## src/design/backlight_params.svh

```systemverilog
/*
 * Constants of the backlight driver register bank: offsets, field positions,
 * reset values and timing figures.
 * Assumes a 20 MHz core clock; included by the package and the register bank.
 */
//
// Functional notes
// - reserved and write-only bits read as zero
// - offset zero read-only, low nibble revision code
// - soft reset bit resets all, self-clears
// - chip and three string enables, default on
// - mapping bit selects linear or exponential
// - source field selects register, duty, product orders
// - ramp steps at 0.125 ms doubling to 16 ms
// - pwm sample clock 800k, 4M or 24M; the 24M setting samples every 20 MHz core cycle
// - pwm polarity bit, default active high
// - hysteresis ignores small duty changes, default four
// - pulse filter none, 100, 150, 200 ns
// - frequency shift bit, zero lowers 12 percent
// - 500k or 1M switching, inductor select bit
// - overvoltage threshold field, default 38 V
// - current limit field, default 1500 mA
// - upper auto-frequency threshold against code MSBs
// - lower auto-frequency threshold against code MSBs
// - brightness low register, three bits, default ones
// - brightness high register holds eight MSBs
// - string-short detection enable, default off
// - fault shutdown disable bits, zero forces shutdown
// - fault flag register bit layout
// - re-enable blocked until fault flags read
`ifndef BACKLIGHT_PARAMS_SVH
`define BACKLIGHT_PARAMS_SVH

`define OFS_REVISION      8'h00
`define OFS_SOFT_RESET    8'h01
`define OFS_ENABLE        8'h10
`define OFS_BRIGHT_CFG    8'h11
`define OFS_PWM_CFG       8'h12
`define OFS_BOOST_CFG     8'h13
`define OFS_AF_UPPER      8'h15
`define OFS_AF_LOWER      8'h16
`define OFS_CODE_LOW      8'h18
`define OFS_CODE_HIGH     8'h19
`define OFS_FAULT_CFG     8'h1E
`define OFS_FAULT_STATUS  8'h1F

`define RST_ENABLE        4'hF
`define RST_BRIGHT_CFG    7'h30
`define RST_PWM_CFG       8'hF3
`define RST_BOOST_CFG     7'h6F
`define RST_AF            8'h00
`define RST_CODE_LOW      3'h7
`define RST_CODE_HIGH     8'hFF
`define RST_FAULT_CFG     4'h7

`define BIT_SOFT_RESET    0
`define BIT_CHIP_EN       0
`define BIT_SHORT_EN      3
`define BIT_SD_THERMAL    2
`define BIT_SD_CURRENT    1
`define BIT_SD_OVERVOLT   0

`define CLK_PERIOD_NS     50
`define RAMP_BASE_NS      125000
`define SMP_800K_NS       1250
`define SMP_4M_NS         250
`define FILT_100_NS       100
`define FILT_150_NS       150
`define FILT_200_NS       200
`define HYST_MAX          3'h6
`define DUTY_FULL         11'h7FF
`define RAMP_CNT_W        20

`endif

```

## src/design/backlight_pkg.sv

```systemverilog
/*
 * Types of the backlight driver register bank: the single state record.
 * Assumes backlight_params.svh is on the include path.
 */
`include "backlight_params.svh"

package backlight_pkg;

	typedef struct packed {
		logic [5:0]             sync1;
		logic [5:0]             sync2;
		logic [3:0]             enable;
		logic [6:0]             bright_cfg;
		logic [7:0]             pwm_cfg;
		logic [6:0]             boost_cfg;
		logic [7:0]             af_upper;
		logic [7:0]             af_lower;
		logic [2:0]             code_low;
		logic [7:0]             code_high;
		logic [3:0]             fault_cfg;
		logic [4:0]             flags;
		logic                   shutdown;
		logic [7:0]             rdata;
		logic                   rd_valid;
		logic                   filt_level;
		logic [2:0]             filt_cnt;
		logic [4:0]             smp_cnt;
		logic [10:0]            win_cnt;
		logic [11:0]            hi_cnt;
		logic [10:0]            duty;
		logic [`RAMP_CNT_W-1:0] ramp_cnt;
		logic [10:0]            ramped;
		logic [10:0]            bright;
	} state_s;

	function automatic state_s default_state();
		state_s s;
		s            = '0;
		s.enable     = `RST_ENABLE;
		s.bright_cfg = `RST_BRIGHT_CFG;
		s.pwm_cfg    = `RST_PWM_CFG;
		s.boost_cfg  = `RST_BOOST_CFG;
		s.af_upper   = `RST_AF;
		s.af_lower   = `RST_AF;
		s.code_low   = `RST_CODE_LOW;
		s.code_high  = `RST_CODE_HIGH;
		s.fault_cfg  = `RST_FAULT_CFG;
		return s;
	endfunction

endpackage

```

## src/design/backlight_regs.sv

```systemverilog
/*
 * Register bank and digital brightness path of a three-string backlight
 * driver: registers, soft reset, pwm input conditioning, ramp, auto frequency
 * selection, sticky fault flags and fault shutdown.
 * Assumes a byte-wide register port driven by an i2c target engine on the
 * same clock, and asynchronous pwm and fault level inputs from pins/analog.
 */
`timescale 1ns/1ps

`include "backlight_params.svh"

module backlight_regs
	import backlight_pkg::*;
#(
	parameter logic [3:0] REVISION_CODE    = 4'h1,  // arbitrary value
	parameter int         RAMP_BASE_CYCLES = `RAMP_BASE_NS / `CLK_PERIOD_NS
)
(
	// clock and reset
	input  wire logic        I_CLOCK,
	input  wire logic        I_RESETN,
	// register port from the i2c engine
	input  wire logic        i_wr_en,
	input  wire logic        i_rd_en,
	input  wire logic [7:0]  i_addr,
	input  wire logic [7:0]  i_wdata,
	output logic      [7:0]  o_rdata,
	output logic             o_rd_valid,
	// asynchronous inputs
	input  wire logic        i_pwm,
	input  wire logic        i_string_open,
	input  wire logic        i_string_short,
	input  wire logic        i_thermal_trip,
	input  wire logic        i_switch_current_limit,
	input  wire logic        i_overvoltage_limit,
	// controls to the analog section
	output logic             o_chip_enable,
	output logic      [2:0]  o_sink_enable,
	output logic             o_exp_mapping,
	output logic      [10:0] o_brightness,
	output logic             o_freq_no_shift,
	output logic             o_freq_1mhz,
	output logic             o_inductor_10uh,
	output logic      [1:0]  o_overvoltage_limit_sel,
	output logic      [1:0]  o_switch_current_limit_sel,
	output logic      [1:0]  o_auto_freq,
	output logic             o_short_detect_en
);

	localparam int SMP_800K = `SMP_800K_NS / `CLK_PERIOD_NS;
	localparam int SMP_4M   = `SMP_4M_NS / `CLK_PERIOD_NS;
	localparam int FILT_100 = (`FILT_100_NS + `CLK_PERIOD_NS - 1) / `CLK_PERIOD_NS;
	localparam int FILT_150 = (`FILT_150_NS + `CLK_PERIOD_NS - 1) / `CLK_PERIOD_NS;
	localparam int FILT_200 = (`FILT_200_NS + `CLK_PERIOD_NS - 1) / `CLK_PERIOD_NS;
	localparam state_s RESET_STATE = default_state();

	// elaboration-time refusal of step lengths the counter cannot hold
	if (RAMP_BASE_CYCLES < 1 || (RAMP_BASE_CYCLES << 7) >= (1 << `RAMP_CNT_W))
	begin
		$error("RAMP_BASE_CYCLES out of range");
	end

	state_s state;
	state_s next_state;

	// combinational helpers
	logic [10:0] code;
	logic [10:0] ramp_in;
	logic [21:0] prod_pre;
	logic [21:0] prod_post;
	logic [4:0]  smp_div;
	logic [2:0]  filt_need;
	logic        pwm_active;
	logic        smp_tick;
	logic [10:0] new_duty;
	logic [10:0] duty_diff;
	logic [2:0]  hyst;
	logic        ramp_tick;
	logic [`RAMP_CNT_W-1:0] ramp_limit;
	logic [4:0]  fault_evt;
	logic        sd_evt;
	logic        flag_read;
	logic [7:0]  rd_mux;
	logic [10:0] target;

	always_comb
	begin
		next_state = state;

		// two-flop synchronisers for pin and analog levels
		next_state.sync1 = {i_string_open, i_string_short, i_thermal_trip,
		                    i_switch_current_limit, i_overvoltage_limit, i_pwm};
		next_state.sync2 = state.sync1;

		// pulse filter: level must hold for the chosen time
		case (state.pwm_cfg[1:0])
			2'b00:   filt_need = 3'(0);
			2'b01:   filt_need = 3'(FILT_100);
			2'b10:   filt_need = 3'(FILT_150);
			default: filt_need = 3'(FILT_200);
		endcase
		if (state.sync2[0] == state.filt_level)
			next_state.filt_cnt = '0;
		else if (state.filt_cnt + 3'h1 >= filt_need)
		begin
			next_state.filt_level = state.sync2[0];
			next_state.filt_cnt   = '0;
		end
		else
			next_state.filt_cnt = state.filt_cnt + 3'h1;
		pwm_active = state.pwm_cfg[5] ? state.filt_level : ~state.filt_level;

		// sample rate divider; 24 MHz exceeds the core clock, so every cycle
		case (state.pwm_cfg[7:6])
			2'b00:   smp_div = 5'(SMP_800K);
			2'b01:   smp_div = 5'(SMP_4M);
			default: smp_div = 5'h01;
		endcase
		smp_tick = (state.smp_cnt == 5'h00);
		next_state.smp_cnt = smp_tick ? smp_div - 5'h01 : state.smp_cnt - 5'h01;

		// duty measured over a window of 2048 samples
		new_duty = state.hi_cnt[11] ? `DUTY_FULL : state.hi_cnt[10:0];
		duty_diff = (new_duty > state.duty) ? new_duty - state.duty
		                                    : state.duty - new_duty;
		hyst = (state.pwm_cfg[4:2] > `HYST_MAX) ? `HYST_MAX : state.pwm_cfg[4:2];
		if (smp_tick)
		begin
			next_state.win_cnt = state.win_cnt + 11'h001;
			next_state.hi_cnt  = state.hi_cnt + {11'h000, pwm_active};
			if (state.win_cnt == `DUTY_FULL)
			begin
				next_state.hi_cnt = {11'h000, pwm_active};
				if (duty_diff >= {8'h00, hyst})
					next_state.duty = new_duty;
			end
		end

		// brightness source selection and ramp
		code      = {state.code_high, state.code_low};
		prod_pre  = code * state.duty;
		prod_post = state.ramped * state.duty;
		case (state.bright_cfg[5:4])
			2'b00:   ramp_in = code;
			2'b01:   ramp_in = state.duty;
			2'b10:   ramp_in = prod_pre[21:11];
			default: ramp_in = code;
		endcase
		ramp_limit = `RAMP_CNT_W'(RAMP_BASE_CYCLES << state.bright_cfg[2:0]) - 1'b1;
		ramp_tick  = (state.ramp_cnt >= ramp_limit);
		next_state.ramp_cnt = ramp_tick ? '0 : state.ramp_cnt + 1'b1;
		if (!state.bright_cfg[3])
			next_state.ramped = ramp_in;
		else if (ramp_tick && state.ramped < ramp_in)
			next_state.ramped = state.ramped + 11'h001;
		else if (ramp_tick && state.ramped > ramp_in)
			next_state.ramped = state.ramped - 11'h001;
		target = (state.bright_cfg[5:4] == 2'b11) ? prod_post[21:11] : state.ramped;
		next_state.bright = target;

		// sticky fault flags, set wins over clear on read
		fault_evt = {state.sync2[5],
		             state.sync2[4] & state.fault_cfg[`BIT_SHORT_EN],
		             state.sync2[3:1]};
		flag_read = i_rd_en && (i_addr == `OFS_FAULT_STATUS);
		next_state.flags = (flag_read ? 5'h00 : state.flags) | fault_evt;

		sd_evt = (fault_evt[2] & ~state.fault_cfg[`BIT_SD_THERMAL]) |
		         (fault_evt[1] & ~state.fault_cfg[`BIT_SD_CURRENT]) |
		         ((fault_evt[0] | fault_evt[4]) & ~state.fault_cfg[`BIT_SD_OVERVOLT]);
		if (sd_evt)
			next_state.shutdown = 1'b1;
		else if (flag_read)
			next_state.shutdown = 1'b0;

		// read mux
		case (i_addr)
			`OFS_REVISION:     rd_mux = {4'h0, REVISION_CODE};
			`OFS_SOFT_RESET:   rd_mux = 8'h00;
			`OFS_ENABLE:       rd_mux = {4'h0, state.enable};
			`OFS_BRIGHT_CFG:   rd_mux = {state.bright_cfg, 1'b0};
			`OFS_PWM_CFG:      rd_mux = state.pwm_cfg;
			`OFS_BOOST_CFG:    rd_mux = {1'b0, state.boost_cfg};
			`OFS_AF_UPPER:     rd_mux = state.af_upper;
			`OFS_AF_LOWER:     rd_mux = state.af_lower;
			`OFS_CODE_LOW:     rd_mux = {5'h00, state.code_low};
			`OFS_CODE_HIGH:    rd_mux = state.code_high;
			`OFS_FAULT_CFG:    rd_mux = {4'h0, state.fault_cfg};
			`OFS_FAULT_STATUS: rd_mux = {3'h0, state.flags};
			default:           rd_mux = 8'h00;
		endcase
		next_state.rd_valid = i_rd_en;
		if (i_rd_en)
			next_state.rdata = rd_mux;

		// register writes
		if (i_wr_en)
		begin
			case (i_addr)
				`OFS_ENABLE:     next_state.enable = i_wdata[3:0];
				`OFS_BRIGHT_CFG: next_state.bright_cfg = i_wdata[7:1];
				`OFS_PWM_CFG:    next_state.pwm_cfg = i_wdata;
				`OFS_BOOST_CFG:  next_state.boost_cfg = i_wdata[6:0];
				`OFS_AF_UPPER:   next_state.af_upper = i_wdata;
				`OFS_AF_LOWER:   next_state.af_lower = i_wdata;
				`OFS_CODE_LOW:   next_state.code_low = i_wdata[2:0];
				`OFS_CODE_HIGH:  next_state.code_high = i_wdata;
				`OFS_FAULT_CFG:  next_state.fault_cfg = i_wdata[3:0];
				default:         next_state.enable = next_state.enable;
			endcase
		end

		// shutdown forces chip enable low and holds it there
		if (sd_evt || (state.shutdown && !flag_read))
			next_state.enable[`BIT_CHIP_EN] = 1'b0;

		// soft reset returns everything to defaults; bit never stores
		if (i_wr_en && i_addr == `OFS_SOFT_RESET && i_wdata[`BIT_SOFT_RESET])
			next_state = RESET_STATE;
	end

	always_ff @(posedge I_CLOCK or negedge I_RESETN)
	begin
		if (!I_RESETN)
			state <= RESET_STATE;
		else
			state <= next_state;
	end

	// outputs to the i2c engine and the analog section
	assign o_rdata       = state.rdata;
	assign o_rd_valid    = state.rd_valid;
	assign o_chip_enable = state.enable[`BIT_CHIP_EN] & ~state.shutdown;
	assign o_sink_enable = state.enable[3:1] & {3{o_chip_enable}};
	assign o_exp_mapping = state.bright_cfg[6];
	assign o_brightness  = state.bright;
	assign o_freq_no_shift            = state.boost_cfg[6];
	assign o_freq_1mhz                = state.boost_cfg[5];
	assign o_inductor_10uh            = state.boost_cfg[4];
	assign o_overvoltage_limit_sel    = state.boost_cfg[3:2];
	assign o_switch_current_limit_sel = state.boost_cfg[1:0];
	assign o_short_detect_en          = state.fault_cfg[`BIT_SHORT_EN];

	// auto frequency: 2 = 1 MHz, 1 = 500 kHz, 0 = 250 kHz
	assign o_auto_freq = (state.bright[10:3] >= state.af_upper) ? 2'h2 :
	                     (state.bright[10:3] >= state.af_lower) ? 2'h1 :
	                     2'h0;

endmodule

```

## config.mk

```make
export PLATFORM = sky130hd
export DESIGN_NAME = backlight_regs
export DESIGN_NICKNAME = d
export VERILOG_FILES = /design/src/design/backlight_pkg.sv /design/src/design/backlight_regs.sv
export VERILOG_INCLUDE_DIRS = /design/src /design/src/design
export SDC_FILE = /design/constraint.sdc
export NUM_CORES = 1
export LEC_CHECK = 0
export ABC_AREA = 1
export BUFFER_PORTS_ARGS = -buffer_cell sky130_fd_sc_hd__buf_2
export CAP_MARGIN = 20
export CORE_MARGIN = 10
export CORE_UTILIZATION = 50
export CTS_BUF_LIST = sky130_fd_sc_hd__clkbuf_16
export DETAILED_ROUTE_END_ITERATION = 16
export PLACE_DENSITY = 0.66
export SLEW_MARGIN = 20
export SYNTH_ARGS = -nofsm -noshare
export SYNTH_HDL_FRONTEND = slang
export SYNTH_SLANG_ARGS = --single-unit
```

## constraint.sdc

```tcl
create_clock -name I_CLOCK -period 18.75 [get_ports I_CLOCK]
set_clock_uncertainty 0.2 [all_clocks]
set_input_delay 0.9375 -clock I_CLOCK [delete_from_list [all_inputs] [get_ports I_CLOCK]]
set_output_delay 0.9375 -clock I_CLOCK [all_outputs]
set_load 0.05 [all_outputs]
```

==> results of run 1 <==
worst max-delay path: cells and delay by family, from the launching register on:
family / cells / cell delay (ns)
and+or+nand+nor: 16 / 2.13
AOI/OAI and AO/OA: 8 / 1.32
buffers and inverters: 4 / 0.22
adders and majority gates: 8 / 3.76
DFF: 1 / 1.06
worst max path at each step:
stage	start	end	slack, ns
after floorplan	code[0]$_DFFE_PN1P_	state[17]$_DFFE_PN0P_	11.23
after global placement	state[46]$_DFFE_PN0P_	state[18]$_DFFE_PN0P_	10.19
after detailed placement	state[46]$_DFFE_PN0P_	state[18]$_DFFE_PN0P_	10.11
after CTS	state[46]$_DFFE_PN0P_	state[18]$_DFFE_PN0P_	10.10
after global routing	state[50]$_DFFE_PN0P_	state[18]$_DFFE_PN0P_	9.28
final	state[45]$_DFFE_PN0P_	state[18]$_DFFE_PN0P_	9.96
kinds of logic after synthesis:
| kind of cell | count (synthesis) | synth area share [%] |
|---|---|---|
| AOI/OAI and AO/OA | 351 | 9.73 |
| adders and majority gates | 379 | 30.0 |
| xor gates and xnor gates | 30 | 1.32 |
| muxes | 2 | 0.101 |
| buffers and inverters | 681 | 13.6 |
| DFF | 169 | 21.5 |
| and+or+nand+nor | 1140 | 23.8 |
flip-flops by register name, summed over array words and instances, names as in the netlist, 2 cells and up:
name,count
o_switch_current_limit_sel,2
o_rdata,8
code,11
fault_evt,4
o_brightness,11
o_overvoltage_limit_sel,2
state,125
cell type report:
cell class | instances | area share, %
Clock buffer | 17 | 2.04
Clock inverter | 15 | 0.784
Inverter | 567 | 10.2
Multi-Input combinational cell | 1902 | 61.7
Sequential cell | 169 | 20.4
Tap cell | 518 | 3.10
Timing Repair Buffer | 67 | 1.72
where the power goes:
part           leakage, nW  total [W]  switching [W]  internal [W]
Combinational         9.55    0.00243        0.00154      0.000886
Clock                0.287   0.000361       0.000153      0.000207
Sequential            2.05   0.000501      0.0000888      0.000412
placed cells by master (no fill, tap or decap), types with 7 or more instances in the layout:
cell type,synthesis,final
a21oi_1,127,127
o21ai_1,10,10
nand2_1,719,719
dfrtp_1,137,137
ha_1,218,218
a31oi_1,12,12
nand4_1,26,26
buf_4,24,7
o21ai_0,142,142
a21o_1,10,10
nor4_1,10,10
o22ai_1,9,9
nand3_1,114,114
inv_1,558,561
clkbuf_16,0,17
buf_2,19,59
nor3_1,40,40
fa_1,161,161
xor2_1,20,20
nand2_2,8,8
nor2_1,188,188
dfstp_2,32,32
a221oi_1,11,11
xnor2_1,10,10
routing by layer:
layer	routed length [um]	up-vias	part of all wire [%]	track usage, %
li1	-	8455	-	-
met1	23600	8306	46	29.7
met2	23600	487	46	35.1
met3	2930	71	5.7	3.77
met4	1360	0	2.6	7.10
met5	0	-	0	0
metrics by stage:
| step | std cells | utilization (%) | hold WS [ns] | worst slack [ns] | cell area [sq um] |
|---|---|---|---|---|---|
| final | 3255 | 53.6 | 0.232 | 9.96 | 20900 |
| after global placement | 3223 | 52.1 | 0.253 | 10.19 | 20300 |
| after global routing | 3255 | 53.6 | 0.260 | 9.28 | 20900 |
| after CTS | 3255 | 53.6 | 0.245 | 10.10 | 20900 |
| after detailed placement | 3223 | 52.1 | 0.262 | 10.11 | 20300 |
| after floorplan | 2752 | - | 0.225 | 11.23 | 19900 |
==> flow_metrics.py, run 1 <==
metrics = {
    "cells_and_area": {
        "drive_gt1_share_pct": 6.10,
        "nets": 3129,
        "fillCellCount": 3793,
        "n_antenna_cell": 0,
        "multiInputGateArea_sq_um": 12900,
        "seq_area_sq_um": 4270,
        "area_growth_pct": 5.20,
    },
    "routing": {
        "ant_nets": 0,
        "vias": 17319,
        "wl_per_cell_um": 15.8,
        "drt_iter0_drc": 1322,
        "firstDrtPassIters": 6,
        "drc_errors": 0,
        "viasPerCell": 5.32,
        "wirelength_um": 51500,
    },
    "logic_synthesis": {
        "synth_edf_count": 0,
        "synth.cell_area_sq_um": 19900,
        "synth_common_cells": "nand2_1, inv_1, ha_1, nor2_1, fa_1",
        "async_flop_share_pct": 100,
        "synth_flop_cell": "dfrtp_1",
        "synth_fp_nets": 3157,
        "yosysTopAreaCell": "dfrtp_1",
        "syn_inst": 2752,
        "ys_ff_latch": 169,
        "netlist_top_cells_area": "dfrtp_1, fa_1, ha_1",
        "synthDistinctLibCells": 54,
        "synth_top_area_share_pct": 17.3,
        "synth.most_common_cell": "nand2_1",
        "ys_warn_count": 0,
        "syn_avg_cell_area_sq_um": 7.22,
        "seq_area_frac_synth_pct": 21.5,
    },
    "global_route": {
        "grtUsageTotal_pct": 22.0,
        "antenna_found_initial": 0,
        "grt_pass1_wl_um": 86000,
        "grt_pass1_vias": 17026,
        "grt_overflow": 0,
        "grt_max_degree": 63,
    },
    "sta": {
        "rsz0062_at_grt": "no",
        "fmax_ghz": 0.114,
        "relSlewSlack_pct": 27.1,
        "fin_crit_ns": 8.79,
        "worst_pin_slew_ns": 1.09,
        "final_hold_viol_count": 0,
        "setup_viol": 0,
        "finalSetupTns_ns": 0,
        "finalCritPeriodShare_pct": 46.9,
        "drv_slew": 0,
    },
    "die": {
        "core-area_sq_um": 39000,
        "row_count": 72,
        "die_x_um": 219,
        "io_pins": 61,
        "dieArea_sq_um": 48100,
        "start_util_pct": 50.9,
        "die-height_um": 219,
    },
    "setup_path": {
        "startpoint_type": "flip-flop",
        "worstPathMaxFanout": 26,
        "r2r_slack_ns": 9.96,
        "cp_slowest_stage_delay_ns": 1.06,
        "worstRegToRegCells": 36,
        "slowest_stage": "dfrtp_1",
        "path_common_cell": "nand2_1",
        "critPathKind": "flip-flop to flip-flop",
        "worstReg2RegStart": "state[45]$_DFFE_PN0P_",
        "r2r_end": "state[18]$_DFFE_PN0P_",
        "cp.required_ns": 18.90,
        "cp-end-kind": "flip-flop",
        "crit_arrival_ns": 8.94,
    },
    "run": {
        "max-cap-violations": 0,
    },
    "placement": {
        "dp_hpwl_um": 40400,
        "numPortBuffers": 60,
        "gp_congestion": 0.957,
    },
    "clocking": {
        "clk_path_buf_depth": 2,
        "cts_root_buffer": "clkbuf_16",
        "cts_tree": "built",
        "clk_pin_slew_worst_paths_ns": 0.07,
        "cts_setup_buffers": 0,
        "cts.repair.resized": 0,
        "clock_latency_ns": 0.46,
        "cts_htree_levels": 4,
        "cts.sinks": 169,
        "cts_hold_buf": 0,
        "cts_inserted_buffers": 17,
    },
    "status": {
        "status": "complete, no violations",
    },
    "hold_path": {
        "hold_path.class": "input port to asynchronous set/reset pin",
    },
    "power": {
        "power_w": 0.00329,
        "leakage_nw": 11.9,
        "power.density_nw_per_um2": 157,
        "ir_worst_vdd_mv": 0.204,
    },
}
(Power assumes the default switching activity.)
==> run 2: changes to the inputs <==
==> constraint.sdc (replaced) <==
create_clock -name I_CLOCK -period 9.1 [get_ports I_CLOCK]
set_clock_uncertainty 0.2 [all_clocks]
set_input_delay 0.455 -clock I_CLOCK [delete_from_list [all_inputs] [get_ports I_CLOCK]]
set_output_delay 0.455 -clock I_CLOCK [all_outputs]
set_load 0.05 [all_outputs]
==> flow_metrics.py, run 2 (same netlist as run 1, synthesis figures left out) <==
metrics = {
    "global_route": {
        "antenna_found_initial": 0,
        "grtUsageTotal_pct": 22.6,
        "grt_pass1_vias": 17004,
        "grt_pass1_wl_um": 87600,
        "grt_max_degree": 61,
        "grt_overflow": 0,
    },
    "sta": {
        "fin_crit_ns": 8.35,
        "fmax_ghz": 0.120,
        "worst_pin_slew_ns": 1.01,
        "rsz0062_at_grt": "no",
        "relSlewSlack_pct": 32.2,
        "final_hold_viol_count": 0,
        "drv_slew": 0,
        "setup_viol": 0,
        "finalCritPeriodShare_pct": 91.8,
        "finalSetupTns_ns": 0,
    },
    "hold_path": {
        "min_from": "i_overvoltage_limit",
        "hold_path.class": "input port to flip-flop",
    },
    "routing": {
        "viasPerCell": 5.28,
        "drt_iter0_drc": 1268,
        "drc_errors": 0,
        "ant_nets": 0,
        "firstDrtPassIters": 6,
        "vias": 17267,
        "wl_per_cell_um": 16.3,
        "wirelength_um": 53400,
    },
    "die": {
        "start_util_pct": 50.9,
        "die-height_um": 219,
        "core-area_sq_um": 39000,
        "io_pins": 61,
        "die_x_um": 219,
        "dieArea_sq_um": 48100,
        "row_count": 72,
    },
    "clocking": {
        "clk_path_buf_depth": 2,
        "cts_inserted_buffers": 17,
        "cts_setup_buffers": 0,
        "cts_htree_levels": 4,
        "cts_tree": "built",
        "cts.sinks": 169,
        "clock_latency_ns": 0.45,
        "clk_pin_slew_worst_paths_ns": 0.07,
        "cts_root_buffer": "clkbuf_16",
    },
    "setup_path": {
        "crit_start": "state[47]$_DFFE_PN0P_",
        "path_common_cell": "nand2_1",
        "worstPathMaxFanout": 15,
        "crit_family": "adder cells",
        "cp.required_ns": 9.24,
        "crit_arrival_ns": 8.50,
        "cp-end-kind": "flip-flop",
        "startpoint_type": "flip-flop",
        "cp_slowest_stage_delay_ns": 0.81,
        "crit_buf_inv": 6,
        "worstReg2RegStart": "state[47]$_DFFE_PN0P_",
        "critPathKind": "flip-flop to flip-flop",
        "slowest_stage": "dfrtp_1",
    },
    "placement": {
        "place_area_sq_um": 20400,
        "gp_congestion": 0.916,
        "numPortBuffers": 60,
        "dp_hpwl_um": 42000,
    },
    "cells_and_area": {
        "area_growth_pct": 6.39,
        "final_common_cell": "nand2_1",
        "layout_common_cells": "nand2_1, inv_1, ha_1",
        "final_util_pct": 54.2,
        "fillCellCount": 3773,
        "largest_reg_flops": 125,
        "regMostFlops": "state",
        "n_antenna_cell": 0,
        "drive_gt1_share_pct": 6.79,
        "nets": 3146,
        "design_area_sq_um": 21100,
    },
    "run": {
        "max-cap-violations": 0,
    },
    "power": {
        "ir_worst_vdd_mv": 0.495,
        "leakage_nw": 12.0,
        "power.density_nw_per_um2": 326,
    },
    "status": {
        "status": "complete, no violations",
    },
}
==> run 2: what timing repair did <==
item,CTS,global route
endpoints found under the setup margin,0,2
endpoints found under the hold margin,62,0
hold buffers,5,0
resized for setup,0,2
==> run 2: final cells by class <==
type | count | area (sq um) | area share, %
Multi-Input combinational cell | 1902 | 12900 | 61.0
Sequential cell | 169 | 4270 | 20.2
Timing Repair Buffer | 84 | 499 | 2.36
Clock inverter | 15 | 259 | 1.23
Inverter | 567 | 2130 | 10.1
Clock buffer | 17 | 425 | 2.01
Tap cell | 518 | 648 | 3.07
==> run 2: metrics by stage <==
step / worst slack (ns) / power [W] / hold slack (ns) / instances
2_1_floorplan: 1.58 / 0.00484 / -0.0406 / 2752
3_3_place_gp: 0.844 / 0.00593 / 0.246 / 3235
3_5_place_dp: 0.811 / 0.00598 / 0.250 / 3235
4_1_cts: 0.749 / 0.00689 / 0.0348 / 3272
5_1_grt: 0.00812 / 0.00773 / 0.0361 / 3272
6_report: 0.748 / 0.00689 / 0.0365 / 3272
==> run 2: final timing paths <==
kind / cells after the start / slack, ns / endpoint
min in group asynchronous: 2 / 0.34 / state[29]$_DFF_PN0_
max in group asynchronous: 4 / 6.52 / state[15]$_DFFE_PN0P_
hold reg to reg: 1 / 0.26 / state[22]$_DFF_PN0_
setup / recovery: 40 / 0.75 / state[18]$_DFFE_PN0P_
hold / removal: 3 / 0.04 / state[164]$_DFF_PN0_
setup reg to reg: 40 / 0.75 / state[18]$_DFFE_PN0P_
==> run 2: report_power, final <==
| part | switching, W | internal, W | total (W) |
|---|---|---|---|
| Combinational | 0.00322 | 0.00183 | 0.00505 |
| Clock | 0.000360 | 0.000477 | 0.000837 |
| Sequential | 0.000159 | 0.000848 | 0.00101 |
| Total | 0.00374 | 0.00315 | 0.00689 |
==> run 2: metal layers <==
metal	GRT usage, %	routed length (um)	vias to the layer above	part of all wire [%]
met5	0	0	-	0
met4	7.10	1320	0	2.5
met3	3.07	2750	69	5.2
met2	36.0	24500	476	46
met1	31.2	24800	8230	46
li1	-	-	8492	-
==> run 2: tightest hold or removal path, delay by kind of cell <==
kind / cells / cell delay, ns
buffers and inverters: 2 / 0.16
AND/OR/NAND/NOR: 1 / 0.04
